===== src/esp_pkg_buf.sv =====
`timescale 1ns/1ns
`default_nettype none

// ----------------------------------------------------------------------
// Shared constants and carriers
// ----------------------------------------------------------------------
package esp_pkg;
	localparam int ESP_CNT_W     = 32;
	localparam int ESP_BUF_DEPTH = 2;
	localparam int ESP_PINS      = 4;
	localparam int ESP_PIN_SRC   = 0;
	localparam int ESP_PIN_GATE  = 1;
	localparam int ESP_PIN_AUX   = 2;
	localparam int ESP_PIN_SMP   = 3;

	typedef enum logic [2:0] {
		ESP_MD_SEP_IMPLICIT,
		ESP_MD_SEP_SAMPLED,
		ESP_MD_HW_TIMED_SINGLE_POINT,
		ESP_MD_PULSE_SINGLE,
		ESP_MD_PULSE_FINITE,
		ESP_MD_PULSE_CONT,
		ESP_MD_GEN_BUF_IMPLICIT,
		ESP_MD_GEN_BUF_SAMPLED
	} esp_mode_t;

	// Polarity of each pin's active edge, 1 = rising
	typedef struct packed {
		logic src_rising;
		logic gate_rising;
		logic aux_rising;
		logic sample_rising;
	} esp_edge_sel_t;

	typedef struct packed {
		logic start_trig_en;
		logic pause_en;
		logic pause_active_high;
		logic retrigger_en;
		logic initial_delay_each_retrigger;
		logic buf_finite;
		logic legacy_pair;
	} esp_ctrl_t;

	typedef struct packed {
		logic [ESP_CNT_W-1:0] delay_ticks;
		logic [ESP_CNT_W-1:0] high_ticks;
		logic [ESP_CNT_W-1:0] low_ticks;
		logic [ESP_CNT_W-1:0] total_pulses;
	} esp_timing_t;

	// One buffered pulse: idle phase first, then active phase
	typedef struct packed {
		logic [ESP_CNT_W-1:0] idle_ticks;
		logic [ESP_CNT_W-1:0] active_ticks;
	} esp_spec_t;
endpackage

// ----------------------------------------------------------------------
// Small FIFO with valid/ready on both sides
// ----------------------------------------------------------------------
module esp_buf
	import esp_pkg::*;
#(
	parameter int WIDTH = ESP_CNT_W,
	parameter int DEPTH = ESP_BUF_DEPTH
) (
	input  wire logic             clk_sys_in,
	input  wire logic             arst_n_in,
	input  wire logic [WIDTH-1:0] in_data_in,
	input  wire logic             in_valid_in,
	output logic                  in_ready_out,
	output logic [WIDTH-1:0]      out_data_out,
	output logic                  out_valid_out,
	input  wire logic             out_ready_in
);
	localparam int PTR_W = (DEPTH > 1) ? $clog2(DEPTH) : 1;
	localparam int CNT_W = $clog2(DEPTH + 1);

	// Pointers wrap by overflow, so the depth must be a power of two
	if (DEPTH < 2 || (DEPTH & (DEPTH - 1)) != 0) begin : g_bad_depth
		$error("esp_buf depth must be a power of two of at least 2");
	end

	logic [WIDTH-1:0] mem_reg [DEPTH];
	logic [PTR_W-1:0] wr_ptr_reg;
	logic [PTR_W-1:0] rd_ptr_reg;
	logic [CNT_W-1:0] fill_reg;
	logic             push;
	logic             pop;

	assign in_ready_out  = (fill_reg != CNT_W'(DEPTH));
	assign out_valid_out = (fill_reg != '0);
	assign out_data_out  = mem_reg[rd_ptr_reg];
	assign push          = in_valid_in && in_ready_out;
	assign pop           = out_valid_out && out_ready_in;

	// Storage needs no reset; only the pointers and fill level say what is valid
	always_ff @(posedge clk_sys_in) begin
		if (push) begin
			mem_reg[wr_ptr_reg] <= in_data_in;
		end
	end

	// Pointers and fill level
	always_ff @(posedge clk_sys_in or negedge arst_n_in) begin
		if (!arst_n_in) begin
			wr_ptr_reg <= '0;
			rd_ptr_reg <= '0;
			fill_reg   <= '0;
		end else begin
			if (push) begin
				wr_ptr_reg <= wr_ptr_reg + 1'b1;
			end
			if (pop) begin
				rd_ptr_reg <= rd_ptr_reg + 1'b1;
			end
			if (push && !pop) begin
				fill_reg <= fill_reg + 1'b1;
			end else if (pop && !push) begin
				fill_reg <= fill_reg - 1'b1;
			end
		end
	end
endmodule

`default_nettype wire


===== src/esp_counter.sv =====
// Notes on behaviour
// Implicit separation: count ticks gate-to-aux, push count, restart on next gate.
// Sampled separation: push completed count only on a sample edge, then await gate.
// Hardware-timed single point behaves exactly as sampled separation.
// Sample edge without a completed gate-and-aux interval raises overrun.
// An outside DMA engine drains the measurement FIFO.
// Single pulse: delay ticks after arming, then a pulse of width ticks.
// Triggered single pulse: first gate trigger starts it, later gate ignored.
// Finite train: embedded count of pulses stops the train at the total.
// Legacy finite train: no embedded count, partner gating pulse bounds the train.
// Retriggerable: gate ignored while generating, then wait for next trigger.
// Config bit picks initial delay on every retrigger or first only.
// No pause trigger while gate serves as start trigger.
// Source keeps two ticks between a trigger and the first used tick; the code counts the first source tick after the trigger cycle.
// Continuous train: delay, then alternating high and low widths.
// Gate as pause trigger freezes generation while pause is active.
// Continuous period equals high plus low ticks.
// Sampled buffered generation takes a new spec at the sample edge; the code loads it at the end of the first high phase after that edge.
// Implicit buffered ignores initial settings; sampled plays them until first sample.
// Implicit buffered: one pulse per entry, back to back.
// Finite implicit buffered: pulse count equals pairs total, then stop.
// Continuous buffered generation runs until disarmed.
// A running interval ignores further start edges until it ends.
// Overrun stays set until cleared or disarmed.
// Empty spec buffer keeps the last idle and active widths.
`timescale 1ns/1ns
`default_nettype none

module esp_counter
	import esp_pkg::*;
(
	input  wire logic                 clk_sys_in,
	input  wire logic                 arst_n_in,
	input  wire logic                 arm_in,
	input  wire esp_mode_t            mode_in,
	input  wire esp_edge_sel_t        edge_sel_in,
	input  wire esp_ctrl_t            ctrl_in,
	input  wire esp_timing_t          timing_in,
	input  wire logic                 source_in,
	input  wire logic                 gate_in,
	input  wire logic                 aux_in,
	input  wire logic                 sample_clk_in,
	input  wire logic                 pair_gate_in,
	input  wire logic                 overrun_clr_in,
	output logic                      overrun_out,
	output logic [ESP_CNT_W-1:0]      meas_data_out,
	output logic                      meas_valid_out,
	input  wire logic                 meas_ready_in,
	input  wire esp_spec_t            spec_in,
	input  wire logic                 spec_valid_in,
	output logic                      spec_ready_out,
	output logic                      pulse_out,
	output logic                      busy_out,
	output logic                      done_out
);
	// ------------------------------------------------------------------
	// Pin synchronisers and edge detection
	// ------------------------------------------------------------------
	logic [ESP_PINS-1:0] sync1_reg;
	logic [ESP_PINS-1:0] sync2_reg;
	logic [ESP_PINS-1:0] sync3_reg;
	logic [ESP_PINS-1:0] level_reg;
	logic [ESP_PINS-1:0] level_next;
	logic [ESP_PINS-1:0] pol;
	logic [ESP_PINS-1:0] act;

	assign pol = {edge_sel_in.sample_rising, edge_sel_in.aux_rising,
	              edge_sel_in.gate_rising, edge_sel_in.src_rising};

	// A level change is accepted once stages two and three agree
	always_comb begin
		for (int i = 0; i < ESP_PINS; i++) begin
			level_next[i] = (sync2_reg[i] == sync3_reg[i]) ? sync3_reg[i] : level_reg[i];
			act[i]        = (level_next[i] != level_reg[i]) && (level_next[i] == pol[i]);
		end
	end

	always_ff @(posedge clk_sys_in or negedge arst_n_in) begin
		if (!arst_n_in) begin
			sync1_reg <= '0;
			sync2_reg <= '0;
			sync3_reg <= '0;
			level_reg <= '0;
		end else begin
			sync1_reg <= {sample_clk_in, aux_in, gate_in, source_in};
			sync2_reg <= sync1_reg;
			sync3_reg <= sync2_reg;
			level_reg <= level_next;
		end
	end

	logic src_act;
	logic gate_act;
	logic aux_act;
	logic smp_act;

	assign src_act  = act[ESP_PIN_SRC];
	assign gate_act = act[ESP_PIN_GATE];
	assign aux_act  = act[ESP_PIN_AUX];
	assign smp_act  = act[ESP_PIN_SMP];

	// ------------------------------------------------------------------
	// Mode decode
	// ------------------------------------------------------------------
	logic is_sep;
	logic sep_sampled;
	logic is_gen;
	logic buf_impl;
	logic buf_smp;
	logic legacy_fin;
	logic legacy_stop;
	logic trig_mode;
	logic paused;
	logic tick;

	assign sep_sampled = (mode_in == ESP_MD_SEP_SAMPLED)
	                  || (mode_in == ESP_MD_HW_TIMED_SINGLE_POINT);
	assign is_sep      = sep_sampled || (mode_in == ESP_MD_SEP_IMPLICIT);
	assign buf_impl    = (mode_in == ESP_MD_GEN_BUF_IMPLICIT);
	assign buf_smp     = (mode_in == ESP_MD_GEN_BUF_SAMPLED);
	assign is_gen      = !is_sep;
	assign legacy_fin  = (mode_in == ESP_MD_PULSE_FINITE) && ctrl_in.legacy_pair;
	assign legacy_stop = legacy_fin && !pair_gate_in;
	// Retriggering always consumes the gate as start trigger
	assign trig_mode   = ctrl_in.start_trig_en || ctrl_in.retrigger_en;
	// Pause needs the gate free, so any start-trigger use disables it
	assign paused      = ctrl_in.pause_en && !trig_mode
	                  && (level_reg[ESP_PIN_GATE] == ctrl_in.pause_active_high);
	assign tick        = src_act && !paused;

	// ------------------------------------------------------------------
	// Edge-separation measurement
	// ------------------------------------------------------------------
	typedef enum logic [2:0] {M_OFF, M_WAIT_GATE, M_COUNT, M_HOLD, M_PUSH} esp_meas_st_t;

	esp_meas_st_t         mst_reg;
	logic [ESP_CNT_W-1:0] mcnt_reg;
	logic [ESP_CNT_W-1:0] res_reg;
	logic                 push_ready;
	logic                 ov_set;

	// Edges arriving while a result waits for the buffer are not seen;
	// the two-entry buffer keeps that window short under normal draining
	always_ff @(posedge clk_sys_in or negedge arst_n_in) begin
		if (!arst_n_in) begin
			mst_reg  <= M_OFF;
			mcnt_reg <= '0;
			res_reg  <= '0;
		end else if (!arm_in || !is_sep) begin
			mst_reg <= M_OFF;
		end else begin
			unique case (mst_reg)
				M_OFF: begin
					mst_reg <= M_WAIT_GATE;
				end
				M_WAIT_GATE: begin
					if (gate_act) begin
						mcnt_reg <= '0;
						mst_reg  <= M_COUNT;
					end
				end
				M_COUNT: begin
					// Further gate edges are ignored here
					mcnt_reg <= mcnt_reg + ESP_CNT_W'(src_act);
					if (aux_act) begin
						res_reg <= mcnt_reg + ESP_CNT_W'(src_act);
						mst_reg <= sep_sampled ? M_HOLD : M_PUSH;
					end
				end
				M_HOLD: begin
					if (smp_act) begin
						mst_reg <= M_PUSH;
					end
				end
				M_PUSH: begin
					if (push_ready) begin
						mst_reg <= M_WAIT_GATE;
					end
				end
			endcase
		end
	end

	// A sample edge finds no completed interval, or the previous one stuck
	assign ov_set = arm_in && is_sep && sep_sampled && smp_act
	             && (mst_reg == M_WAIT_GATE || mst_reg == M_COUNT || mst_reg == M_PUSH);

	// Sticky error; a new event wins over a clear in the same cycle
	always_ff @(posedge clk_sys_in or negedge arst_n_in) begin
		if (!arst_n_in) begin
			overrun_out <= 1'b0;
		end else if (ov_set) begin
			overrun_out <= 1'b1;
		end else if (overrun_clr_in || !arm_in) begin
			overrun_out <= 1'b0;
		end
	end

	// Results are drained by the outside transfer engine
	esp_buf #(
		.WIDTH (ESP_CNT_W),
		.DEPTH (ESP_BUF_DEPTH)
	) u_meas_buf (
		.clk_sys_in    (clk_sys_in),
		.arst_n_in     (arst_n_in),
		.in_data_in    (res_reg),
		.in_valid_in   (mst_reg == M_PUSH),
		.in_ready_out  (push_ready),
		.out_data_out  (meas_data_out),
		.out_valid_out (meas_valid_out),
		.out_ready_in  (meas_ready_in)
	);

	// ------------------------------------------------------------------
	// Pulse generation
	// ------------------------------------------------------------------
	typedef enum logic [2:0] {G_OFF, G_TRIG, G_DELAY, G_LOW, G_HIGH, G_DONE} esp_gen_st_t;

	esp_gen_st_t          gst_reg;
	logic [ESP_CNT_W-1:0] gcnt_reg;
	logic [ESP_CNT_W-1:0] cur_low_reg;
	logic [ESP_CNT_W-1:0] cur_high_reg;
	logic [ESP_CNT_W-1:0] npulse_reg;
	logic [ESP_CNT_W-1:0] npulse_inc;
	logic                 first_done_reg;
	logic                 smp_pend_reg;
	logic                 use_delay;
	logic                 start_ok;
	logic                 phase_end;
	logic                 fin_reached;
	logic                 fin_end_buf;
	logic                 pop_start;
	logic                 pop_next;
	esp_spec_t            spec_head;
	logic                 spec_avail;

	// Zero widths would never end a phase, so they act as one tick
	function automatic logic [ESP_CNT_W-1:0] esp_clamp(input logic [ESP_CNT_W-1:0] w);
		return (w == '0) ? ESP_CNT_W'(1) : w;
	endfunction

	assign npulse_inc  = npulse_reg + 1'b1;
	assign use_delay   = (timing_in.delay_ticks != '0)
	                  && (!first_done_reg || ctrl_in.initial_delay_each_retrigger);
	assign start_ok    = (!trig_mode || gate_act) && (!buf_impl || spec_avail)
	                  && (!legacy_fin || pair_gate_in);
	assign phase_end   = tick && (gcnt_reg == ESP_CNT_W'(1));
	assign fin_reached = (npulse_inc >= timing_in.total_pulses);
	assign fin_end_buf = buf_impl && ctrl_in.buf_finite && fin_reached;
	assign pop_start   = (gst_reg == G_TRIG) && start_ok && buf_impl && arm_in;
	assign pop_next    = (gst_reg == G_HIGH) && phase_end && !legacy_stop && arm_in
	                  && spec_avail && !fin_end_buf
	                  && (buf_impl || (buf_smp && smp_pend_reg));

	always_ff @(posedge clk_sys_in or negedge arst_n_in) begin
		if (!arst_n_in) begin
			gst_reg        <= G_OFF;
			gcnt_reg       <= '0;
			cur_low_reg    <= '0;
			cur_high_reg   <= '0;
			npulse_reg     <= '0;
			first_done_reg <= 1'b0;
		end else if (!arm_in || !is_gen) begin
			gst_reg        <= G_OFF;
			first_done_reg <= 1'b0;
		end else begin
			if (tick && gcnt_reg > ESP_CNT_W'(1)) begin
				gcnt_reg <= gcnt_reg - 1'b1;
			end
			unique case (gst_reg)
				G_OFF: begin
					gst_reg <= G_TRIG;
				end
				G_TRIG: begin
					// Gate edges count only here, never during a pulse
					if (start_ok) begin
						first_done_reg <= 1'b1;
						npulse_reg     <= '0;
						if (buf_impl) begin
							cur_low_reg  <= spec_head.idle_ticks;
							cur_high_reg <= spec_head.active_ticks;
							gcnt_reg     <= esp_clamp(spec_head.idle_ticks);
							gst_reg      <= G_LOW;
						end else begin
							cur_low_reg  <= timing_in.low_ticks;
							cur_high_reg <= timing_in.high_ticks;
							if (use_delay) begin
								gcnt_reg <= timing_in.delay_ticks;
								gst_reg  <= G_DELAY;
							end else if (buf_smp) begin
								gcnt_reg <= esp_clamp(timing_in.low_ticks);
								gst_reg  <= G_LOW;
							end else begin
								gcnt_reg <= esp_clamp(timing_in.high_ticks);
								gst_reg  <= G_HIGH;
							end
						end
					end
				end
				G_DELAY: begin
					if (legacy_stop) begin
						gst_reg <= G_DONE;
					end else if (phase_end) begin
						gcnt_reg <= buf_smp ? esp_clamp(cur_low_reg) : esp_clamp(cur_high_reg);
						gst_reg  <= buf_smp ? G_LOW : G_HIGH;
					end
				end
				G_LOW: begin
					if (legacy_stop) begin
						gst_reg <= G_DONE;
					end else if (phase_end) begin
						gcnt_reg <= esp_clamp(cur_high_reg);
						gst_reg  <= G_HIGH;
					end
				end
				G_HIGH: begin
					if (legacy_stop) begin
						gst_reg <= G_DONE;
					end else if (phase_end) begin
						npulse_reg <= npulse_inc;
						unique case (mode_in)
							ESP_MD_PULSE_SINGLE: begin
								gst_reg <= ctrl_in.retrigger_en ? G_TRIG : G_DONE;
							end
							ESP_MD_PULSE_FINITE: begin
								if (fin_reached && !legacy_fin) begin
									gst_reg <= ctrl_in.retrigger_en ? G_TRIG : G_DONE;
								end else begin
									gcnt_reg <= esp_clamp(cur_low_reg);
									gst_reg  <= G_LOW;
								end
							end
							ESP_MD_GEN_BUF_IMPLICIT, ESP_MD_GEN_BUF_SAMPLED: begin
								if (fin_end_buf) begin
									gst_reg <= G_DONE;
								end else if (pop_next) begin
									cur_low_reg  <= spec_head.idle_ticks;
									cur_high_reg <= spec_head.active_ticks;
									gcnt_reg     <= esp_clamp(spec_head.idle_ticks);
									gst_reg      <= G_LOW;
								end else begin
									gcnt_reg <= esp_clamp(cur_low_reg);
									gst_reg  <= G_LOW;
								end
							end
							default: begin
								gcnt_reg <= esp_clamp(cur_low_reg);
								gst_reg  <= G_LOW;
							end
						endcase
					end
				end
				G_DONE: begin
					gst_reg <= G_DONE;
				end
			endcase
		end
	end

	// Sample edge latches an update for the next pulse boundary
	always_ff @(posedge clk_sys_in or negedge arst_n_in) begin
		if (!arst_n_in) begin
			smp_pend_reg <= 1'b0;
		end else if (!arm_in || !buf_smp) begin
			smp_pend_reg <= 1'b0;
		end else if (smp_act && gst_reg != G_OFF && gst_reg != G_TRIG) begin
			smp_pend_reg <= 1'b1;
		end else if (pop_next) begin
			smp_pend_reg <= 1'b0;
		end
	end

	// Output pin; the legacy partner pulse gates it as well
	always_ff @(posedge clk_sys_in or negedge arst_n_in) begin
		if (!arst_n_in) begin
			pulse_out <= 1'b0;
		end else begin
			pulse_out <= arm_in && (gst_reg == G_HIGH) && !legacy_stop;
		end
	end

	assign busy_out = (gst_reg == G_DELAY) || (gst_reg == G_LOW) || (gst_reg == G_HIGH);
	assign done_out = (gst_reg == G_DONE);

	esp_buf #(
		.WIDTH ($bits(esp_spec_t)),
		.DEPTH (ESP_BUF_DEPTH)
	) u_spec_buf (
		.clk_sys_in    (clk_sys_in),
		.arst_n_in     (arst_n_in),
		.in_data_in    (spec_in),
		.in_valid_in   (spec_valid_in),
		.in_ready_out  (spec_ready_out),
		.out_data_out  (spec_head),
		.out_valid_out (spec_avail),
		.out_ready_in  (pop_start || pop_next)
	);
endmodule

`default_nettype wire


===== config.mk =====
export PLATFORM = sky130hd
export DESIGN_NAME = esp_counter
export DESIGN_NICKNAME = d
export VERILOG_FILES = /design/src/esp_pkg_buf.sv /design/src/esp_counter.sv
export SDC_FILE = /design/constraint.sdc
export NUM_CORES = 1
export LEC_CHECK = 0
export BUFFER_PORTS_ARGS = -buffer_cell sky130_fd_sc_hd__buf_2
export CAP_MARGIN = 10
export CORE_ASPECT_RATIO = 1.5
export CORE_UTILIZATION = 40
export CTS_CLUSTER_SIZE = 30
export DETAILED_ROUTE_END_ITERATION = 10
export GPL_ROUTABILITY_DRIVEN = 0
export PLACE_DENSITY = 0.68
export SYNTH_ARGS = -nofsm -noshare
export SYNTH_HDL_FRONTEND = slang
export SYNTH_SLANG_ARGS = --single-unit

===== constraint.sdc =====
create_clock -name clk_sys_in -period 5.99 [get_ports clk_sys_in]
set_input_delay 0.2995 -clock clk_sys_in [delete_from_list [all_inputs] [get_ports clk_sys_in]]
set_output_delay 0.2995 -clock clk_sys_in [all_outputs]
set_load 0.05 [all_outputs]

==> results of run 1 <==
metrics by stage:
step                      cells  hold slack, ns
after floorplan            2295         0.00391
after detailed placement   3156           0.336
after global placement     3156           0.335
after global routing       3306          0.0337
after CTS                  3304         0.00643
final                      3307          0.0361
worst register-to-register path, delay by kind of cell, from the launching register on:
family                     cells  cell delay, ns
xor gates and xnor gates       1            0.18
adders and majority gates      2            0.58
and+or+nand+nor                9            2.15
AOI/OAI and AO/OA              5            1.83
buffers and inverters          1            0.17
DFF                            1            0.40
how the worst max path moves through the flow:
stage,start,end,slack (ns),cells past startpoint
2_1_floorplan,npulse_reg[0]$_DFFE_PN0P_,gcnt_reg[20]$_DFFE_PN0P_,1.34,20
3_3_place_gp,npulse_reg[0]$_DFFE_PN0P_,cur_low_reg[9]$_DFFE_PN0P_,0.90,18
4_1_cts,npulse_reg[0]$_DFFE_PN0P_,cur_high_reg[5]$_DFFE_PN0P_,0.67,18
6_report,npulse_reg[0]$_DFFE_PN0P_,gcnt_reg[15]$_DFFE_PN0P_,0.62,18
5_1_grt,npulse_reg[0]$_DFFE_PN0P_,gcnt_reg[15]$_DFFE_PN0P_,0.29,18
3_5_place_dp,npulse_reg[0]$_DFFE_PN0P_,cur_high_reg[7]$_DFFE_PN0P_,0.71,16
metal layers:
| metal | part of all wire | wire, µm | vias to the layer above | global-route usage |
|---|---|---|---|---|
| li1 | - | - | 9073 | - |
| met1 | 0.37 | 27100 | 9418 | 0.292 |
| met2 | 0.48 | 34800 | 1108 | 0.420 |
| met3 | 0.083 | 6030 | 320 | 0.0504 |
| met4 | 0.067 | 4850 | 2 | 0.161 |
| met5 | 0.00011 | 8 | - | 0 |
final cells by class:
class	instances	area [µm²]
Timing Repair Buffer	368	2330
Inverter	44	165
Multi-Input combinational cell	1696	10400
Clock inverter	32	338
Clock buffer	46	1080
Sequential cell	418	11400
Antenna cell	1	2.50
Tap cell	702	878
Fill cell	5154	29000
cell families (layout without fill, tap and decap cells):
logic type               count (synthesis)  count (layout)  share of synthesized area
flip-flops                             418             418                      0.507
other                                    0               1                          0
AND/OR/NAND/NOR                        753             753                      0.161
multiplexers                           117             117                     0.0540
AO/OA/AOI/OAI                          677             677                      0.182
adder cells (fa/ha/maj)                 45              45                     0.0246
XOR/XNOR                               104             104                     0.0405
buffers and inverters                  181             490                     0.0310
cell usage in the layout (no fill, tap or decap), types with 13 or more instances in the layout:
| cell type | netlist | routed |
|---|---|---|
| ha_1 | 41 | 41 |
| and3_1 | 36 | 35 |
| and4_1 | 16 | 16 |
| a31oi_1 | 16 | 16 |
| o211ai_1 | 26 | 26 |
| o31ai_1 | 31 | 31 |
| mux2_2 | 35 | 35 |
| or3_1 | 13 | 13 |
| o21ai_0 | 266 | 266 |
| nand3_1 | 34 | 34 |
| buf_4 | 0 | 41 |
| nor3_1 | 34 | 32 |
| dfrtp_1 | 226 | 225 |
| nand4_1 | 33 | 33 |
| and2_1 | 16 | 16 |
| inv_1 | 43 | 43 |
| nor2_1 | 193 | 191 |
| xnor2_1 | 56 | 56 |
| xor2_1 | 48 | 48 |
| dlygate4sd3_1 | 0 | 70 |
| edfxtp_1 | 192 | 192 |
| buf_2 | 9 | 254 |
| o22ai_1 | 35 | 35 |
| mux2i_1 | 82 | 82 |
| nor4_1 | 49 | 49 |
| clkbuf_16 | 0 | 42 |
| nand2b_1 | 16 | 16 |
| a221oi_1 | 31 | 31 |
| nand2_1 | 266 | 266 |
| a21oi_1 | 162 | 160 |
power breakdown:
part	switching (mW)	internal [mW]	leakage, nW
registers	0.537	3.56	4.85
clock network	1.21	1.50	0.679
logic	1.34	0.794	5.46
==> flow_metrics.tcl, run 1 <==
set metrics [dict create \
    r2r_cells 18 \
    cts-hold-fix-buffers 70 \
    cts_tree "done" \
    finalCritPeriodShare 0.896 \
    setup_viol 0 \
    postRouteAntennaNets 0 \
    ys_warn_count 0 \
    holdCritStartpoint "timing_in[94]" \
    io_pins 255 \
    arrival_ns 5.88 \
    critPathBufInv 1 \
    crit_fanout 10 \
    drt_pass1_iterations 6 \
    worst_setup_path_start_kind "flop" \
    vias_per_cell 6.02 \
    cts.repair.resized 0 \
    max-slew-margin-rel 0.0486 \
    synthTopCellsByCount "nand2_1, o21ai_0, dfrtp_1" \
    reg2reg_from "npulse_reg[0]$_DFFE_PN0P_" \
    maxCapViolCount 0 \
    core_area_um2 55700 \
    crit_type "reg -> reg" \
    ys_ff_latch 418 \
    fin_skew_ns 0.0176 \
    worst_pin_slew_ns 1.42 \
    preCtsSetupSlack_ns 0.708 \
    r2r_slack_ns 0.62 \
    synth.area.top_cells "edfxtp_1, dfrtp_1, o21ai_0" \
    clk_pin_slew_ns 0.07 \
    finalHoldViolations 0 \
    drtIter0Drc 1937 \
    synthDistinctLibCells 81 \
    synth.cell_area_um2 22500 \
    total_power_mw 8.94 \
    wl_per_cell_um 22.0 \
    cp-end-kind "flop" \
    layout-drive-gt1-share 0.166 \
    slowest_delay_ns 0.97 \
    nets 2828 \
    grt_pass1_vias 19800 \
    yosysSeqAreaShare 0.507 \
    power.density_nw_per_um2 335 \
    drc 0 \
    io_buffers 254 \
    routed_wl_um 72800 \
    start_util 0.404 \
    whs_path_depth 3 \
    hp-class "in -> reg" \
    die-area_um2 57300 \
    crit_slowest_cell "o22ai_1" \
    clockRootBuffer "clkbuf_16" \
    numCtsBuffers 42 \
    peakVddDrop_v 0.000287 \
    worstHoldEndpoint "cur_high_reg[30]$_DFFE_PN0P_" \
    leakagePower_nw 11.0 \
    clockBufferDepth 3 \
    fmax_mhz 186 \
    cts.sinks 418 \
    finalInstanceArea_um2 26700 \
    grtUsageTotal 0.251 \
    grt_pass1_wl_um 111000 \
    vias 19900 \
    ys.flop_type "dfrtp_1" \
    largest_register_ffs 128 \
    dp_hpwl_um 52000 \
    syn-num-nets 2553 \
    postSynthAreaPerCell_um2 9.81 \
    die_x_um 196 \
    netlist_instances 2295 \
    clk_latency_ns 0.60 \
    synth-edff-count 192 \
    final.min_clock_period_ns 5.37 \
    maxSlewViolCount 0 \
    rsz0062_at_grt "no" \
    synth_top_cell_area_share 0.256 \
    critical_path.top_delay_family "simple AND/OR/NAND/NOR gates" \
    place_area_um2 24500 \
    setup_slack_ns 0.622 \
    fp-row-count 106 \
    antenna_found_initial 3 \
    chipHeight_um 293 \
    synth_top_cell_by_area "edfxtp_1" \
    htreeDepth 2 \
    timing.rr.end "gcnt_reg[15]$_DFFE_PN0P_" \
    grt-ovfl-total 0 \
    area_growth_pct 18.4 \
    worstPathRequired_ns 6.51 \
    synthArstFlopShare 0.541 \
    fin_setup_tns_ns 0 \
    status "finished clean" \
    final_util 0.479 \
    crit_path_cell_trace "ha_1, and3_1, nand4_1, nor3_1, buf_4, and4_1, and3_1, nand2_1, xnor2_1, ha_1, nand4_1, nor4_1, a21boi_0, o21ai_0, o22ai_1, o21ai_0, and3_1, o21ai_0" \
    grt_max_degree 113 \
    post_cts_buffers 0 \
]
Power figures use the tool's default switching activity.
==> run 2: changes to the inputs <==
- ABC_AREA: unset -> 1
==> flow_metrics.tcl, run 2 <==
set metrics [dict create \
    synthArstFlopShare 0.541 \
    whs_ns 0.0178 \
    power.density_nw_per_um2 343 \
    place_area_um2 26700 \
    fillers 5930 \
    grt-ovfl-total 0 \
    preCtsSetupSlack_ns 0.902 \
    dp_hpwl_um 58000 \
    vias 22700 \
    htreeDepth 2 \
    clk_pin_slew_ns 0.07 \
    cts.sinks 418 \
    cts.repair.resized 0 \
    numCtsBuffers 44 \
    synthTopCellsByCount "nand2_1, inv_1, o21ai_0" \
    slowest_delay_ns 0.42 \
    worst_pin_slew_ns 1.05 \
    io_buffers 254 \
    dpl.cell_count 4093 \
    synth.area.top_cells "edfxtp_1, dfrtp_1, nand2_1" \
    final_util 0.475 \
    final_common_cell "nand2_1" \
    start_util 0.404 \
    synth_top_cell_area_share 0.234 \
    synth-edff-count 192 \
    p_int_mw 6.12 \
    ys.flop_type "dfrtp_1" \
    finalCritPeriodShare 0.848 \
    netlist_instances 3145 \
    area_growth_pct 17.5 \
    die-area_um2 62700 \
    fin_setup_tns_ns 0 \
    power_switching_mw 3.84 \
    peakVddDrop_v 0.000281 \
    vias_per_cell 5.32 \
    ys_ff_latch 418 \
    maxCapViolCount 0 \
    drt_pass1_iterations 8 \
    grt.met1_usage 0.278 \
    postRouteAntennaNets 0 \
    grt_pass1_wl_um 121000 \
    finalInstanceArea_um2 29000 \
    yosysMostFrequentCell "nand2_1" \
    critPathBufInv 5 \
    io_pins 255 \
    cp-end-kind "flop" \
    rsz0062_at_grt "no" \
    grt_pass1_vias 22100 \
    leakagePower_nw 13.0 \
    yosysSeqAreaShare 0.463 \
    cts_tree "done" \
    grtUsageTotal 0.249 \
    final.min_clock_period_ns 5.08 \
    max-slew-margin-rel 0.291 \
    post_cts_buffers 0 \
    critical_path.top_delay_family "simple AND/OR/NAND/NOR gates" \
    clockRootBuffer "clkbuf_16" \
    crit_fanout 20 \
    synth.cell_area_um2 24700 \
    fin_skew_ns 0.0601 \
    worst_setup_path_start_kind "flop" \
    postSynthAreaPerCell_um2 7.85 \
    switching_share 0.385 \
    cts-hold-fix-buffers 87 \
    routed_wl_um 78600 \
    syn-num-nets 3403 \
    seqPwrFrac 0.410 \
    clockBufferDepth 3 \
    setup_slack_ns 0.908 \
    gr-usage-met2 0.433 \
    nets 3693 \
    total_power_mw 9.96 \
    final_cell_mix "nand2_1, inv_1, buf_2, o21ai_0, dfrtp_1" \
    grt_max_degree 129 \
    worstPathRequired_ns 6.47 \
    crit_type "reg -> reg" \
    setup_viol 0 \
    wl_per_cell_um 18.4 \
    drc 0 \
    grtUsageMet3 0.0330 \
    ys_warn_count 0 \
    hp-class "in -> reg" \
    clk_latency_ns 0.60 \
    layout-drive-gt1-share 0.134 \
    finalHoldViolations 0 \
    top_usage_layer "met2" \
    die_x_um 205 \
    drtIter0Drc 1725 \
    combPwrFrac 0.311 \
    diodes 0 \
    fmax_mhz 197 \
    core_area_um2 61100 \
    p_clk_frac 0.278 \
    synthDistinctLibCells 50 \
    fp-row-count 111 \
    maxSlewViolCount 0 \
    status "finished clean" \
    crit_slowest_cell "dfrtp_1" \
    antenna_found_initial 0 \
    synth_top_cell_by_area "edfxtp_1" \
    r2r_slack_ns 0.91 \
    final_cells 4261 \
    largest_register_ffs 128 \
    chipHeight_um 306 \
    arrival_ns 5.57 \
]
-- run 2: cell count changes in the layout (fill, tap and decap cells not counted), moves of 46 or more --
cell	delta
nand2_1	+580
inv_1	+358
o211ai_1	+96
mux2i_1	-82
nand3_1	+58
o21ai_1	+50
xnor2_1	-46
-- run 2: cell families (layout without fill, tap and decap cells) --
kind of cell,Yosys count,count (layout),share of synthesized area
AND/OR/NAND/NOR,1350,1350,0.229
AO/OA/AOI/OAI,660,660,0.152
buffers and inverters,552,877,0.0883
flip-flops,418,418,0.463
XOR/XNOR,91,91,0.0323
adder cells (fa/ha/maj),41,41,0.0208
multiplexers,33,33,0.0151
-- run 2: final cells by class --
cell class,count,area [µm²],share of cell area
Clock buffer,51,1160,0.0399
Inverter,419,1570,0.0542
Clock inverter,30,299,0.0103
Timing Repair Buffer,377,2430,0.0839
Multi-Input combinational cell,2175,11100,0.384
Sequential cell,418,11400,0.394
Tap cell,791,990,0.0341
-- run 2: worst min-delay path, delay by kind of cell --
kind                   cells  cell delay [ns]
AOI/OAI and AO/OA          2             0.17
buffers and inverters      1             0.10
-- run 2: power groups by stage --
stage,sequential (mW),combinational [mW],clock [mW]
after CTS,4.07,3.08,2.81
after global placement,4.11,2.99,0
after floorplan,3.99,2.16,0
after global routing,4.16,3.43,2.93
after detailed placement,4.12,3.02,0
final,4.09,3.10,2.77
-- run 2: path summary, 6_finish.rpt --
| check | cells after the start | end | from |
|---|---|---|---|
| worst max-delay path | 28 | u_spec_buf.fill_reg[1]$_DFFE_PN0P_ | npulse_reg[0]$_DFFE_PN0P_ |
| worst min-delay path | 3 | cur_low_reg[21]$_DFFE_PN0P_ | timing_in[53] |
| worst max register to register | 28 | u_spec_buf.fill_reg[1]$_DFFE_PN0P_ | npulse_reg[0]$_DFFE_PN0P_ |
| worst min register to register | 0 | sync2_reg[3]$_DFF_PN0_ | sync1_reg[3]$_DFF_PN0_ |
| max in group asynchronous | 3 | npulse_reg[8]$_DFFE_PN0P_ | arst_n_in |
| min in group asynchronous | 2 | u_spec_buf.wr_ptr_reg$_DFFE_PN0P_ | arst_n_in |
-- run 2: per-layer routing --
metal / vias to the layer above / wire length, µm / part of all wire
met5: - / 0 / 0
met3: 261 / 4440 / 0.057
met4: 0 / 5820 / 0.074
met1: 10400 / 29300 / 0.37
met2: 922 / 39000 / 0.50
li1: 11100 / - / -
==> run 3: changes to the inputs <==
- ABC_AREA: 1 -> 0
- clock period: 5.99 -> 5.1 ns (I/O delays scaled with it)
==> flow_metrics.tcl, run 3 (same netlist as run 1, synthesis figures left out) <==
set metrics [dict create \
    fmax_mhz 204 \
    wl_per_cell_um 22.2 \
    clockRootBuffer "clkbuf_16" \
    io_buffers 254 \
    crit_type "reg -> reg" \
    grt-ovfl-total 0 \
    preCtsSetupSlack_ns 0.00100 \
    drtIter0Drc 1804 \
    clk_pin_slew_ns 0.07 \
    largest_register_ffs 128 \
    crit_fanout 15 \
    grt_pass1_wl_um 114000 \
    worst_pin_slew_ns 1.38 \
    io_pins 255 \
    clk_latency_ns 0.61 \
    grt_max_degree 115 \
    antenna_found_initial 0 \
    numCtsBuffers 42 \
    max-slew-margin-rel 0.0697 \
    cts.sinks 418 \
    htreeDepth 2 \
    worstPathRequired_ns 5.59 \
    chipHeight_um 293 \
    setup_viol 0 \
    maxCapViolCount 0 \
    cts_tree "done" \
    fp-row-count 106 \
    core_area_um2 55700 \
    finalCritPeriodShare 0.963 \
    nets 2879 \
    maxSlewViolCount 0 \
    drc 0 \
    final_cell_mix "nand2_1, o21ai_0, buf_2, dfrtp_1, edfxtp_1" \
    final.min_clock_period_ns 4.91 \
    vias 20300 \
    die-area_um2 57300 \
    grt_pass1_vias 20200 \
    status "finished clean" \
    peakVddDrop_v 0.000340 \
    fin_skew_ns 0.0396 \
    routed_wl_um 74500 \
    fin_setup_tns_ns 0 \
    clockBufferDepth 3 \
    final_common_cell "nand2_1" \
    layout-drive-gt1-share 0.176 \
    vias_per_cell 6.05 \
    setup_slack_ns 0.189 \
    hp-class "in -> reg" \
    area_growth_pct 21.3 \
    power.density_nw_per_um2 394 \
    dp_hpwl_um 51700 \
    leakagePower_nw 11.3 \
    postRouteAntennaNets 0 \
    dpl.cell_count 3169 \
    worst_setup_path_start_kind "flop" \
    finalHoldViolations 0 \
    arrival_ns 5.40 \
    final_cells 3358 \
    die_x_um 196 \
    start_util 0.404 \
    cp-end-kind "flop" \
    drt_pass1_iterations 8 \
    grtUsageTotal 0.256 \
]
[run 3: cell types whose count changed in the layout (fill, tap and decap cells not counted), sizes merged, moves of 46 or more]
cell | previous run | this run
xnor2 | 10 | 56
nand3 | 93 | 35
inv | 418 | 44
nand2 | 857 | 266
nor2 | 240 | 194
mux2i | 0 | 82
o211ai | 122 | 26
[run 3: what timing repair did]
item | 4_1_cts | 5_1_grt
endpoints found under the setup margin | 0 | 63
setup buffers | 0 | 5
hold endpoints to repair | 278 | 0
hold buffers | 103 | 0
resized for setup | 0 | 19
[run 3: worst paths after layout]
path	start	end	slack (ns)	cells after the start
setup / recovery	npulse_reg[0]$_DFFE_PN0P_	gcnt_reg[28]$_DFFE_PN0P_	0.19	16
hold / removal	timing_in[78]	cur_high_reg[14]$_DFFE_PN0P_	0.03	3
setup reg to reg	npulse_reg[0]$_DFFE_PN0P_	gcnt_reg[28]$_DFFE_PN0P_	0.19	16
hold reg to reg	sync1_reg[3]$_DFF_PN0_	sync2_reg[3]$_DFF_PN0_	0.35	0
max in group asynchronous	arst_n_in	npulse_reg[26]$_DFFE_PN0P_	3.63	3
min in group asynchronous	arst_n_in	cur_low_reg[10]$_DFFE_PN0P_	0.31	2
[run 3: power breakdown]
group          total, mW  switching (mW)  internal [mW]
logic               2.57            1.59          0.972
registers           4.82           0.633           4.18
clock network       3.39            1.43           1.96
total               10.8            3.65           7.12
[run 3: critical path: stages (launching register included)]
cell and delay [ns]:
dfrtp_1 0.41, and3_1 0.27, and4_1 0.28, and3_1 0.25
and4_2 0.33, and3_2 0.27, and3_1 0.24, xor2_1 0.20
ha_1 0.29, nand4_1 0.23, nor2_1 0.10, a221oi_2 0.36
a21boi_2 0.19, or4_2 0.98, nor2_1 0.21, a21oi_1 0.06
o21ai_0 0.15
[run 3: routing by layer]
metal  global-route usage  part of all wire  up-vias
li1                     -                 -     9179
met1                0.297              0.36     9607
met2                0.430              0.48     1173
met3               0.0546             0.090      350
met4                0.159             0.073        0
met5                    0                 0        -
[run 3: area by class of cell]
cell class | instances | area (µm²)
well taps | 702 | 878
multi-input cells | 1698 | 10500
flip-flops and latches | 418 | 11400
diodes | 1 | 2.50
clock inverters | 26 | 335
clock buffers | 52 | 1170
repair buffers | 417 | 2800
inverters | 44 | 165
fillers | 5118 | 28400
[run 3: stage by stage]
step / hold slack [ns] / utilization / power, mW / instance area, µm²
3_3_place_gp: 0.335 / 0.442 / 7.19 / 24600
2_1_floorplan: -0.0406 / - / 6.30 / 22500
4_1_cts: 0.00162 / 0.488 / 10.7 / 27200
5_1_grt: 0.0272 / 0.490 / 11.2 / 27300
3_5_place_dp: 0.340 / 0.442 / 7.28 / 24600
6_report: 0.0254 / 0.490 / 10.8 / 27300
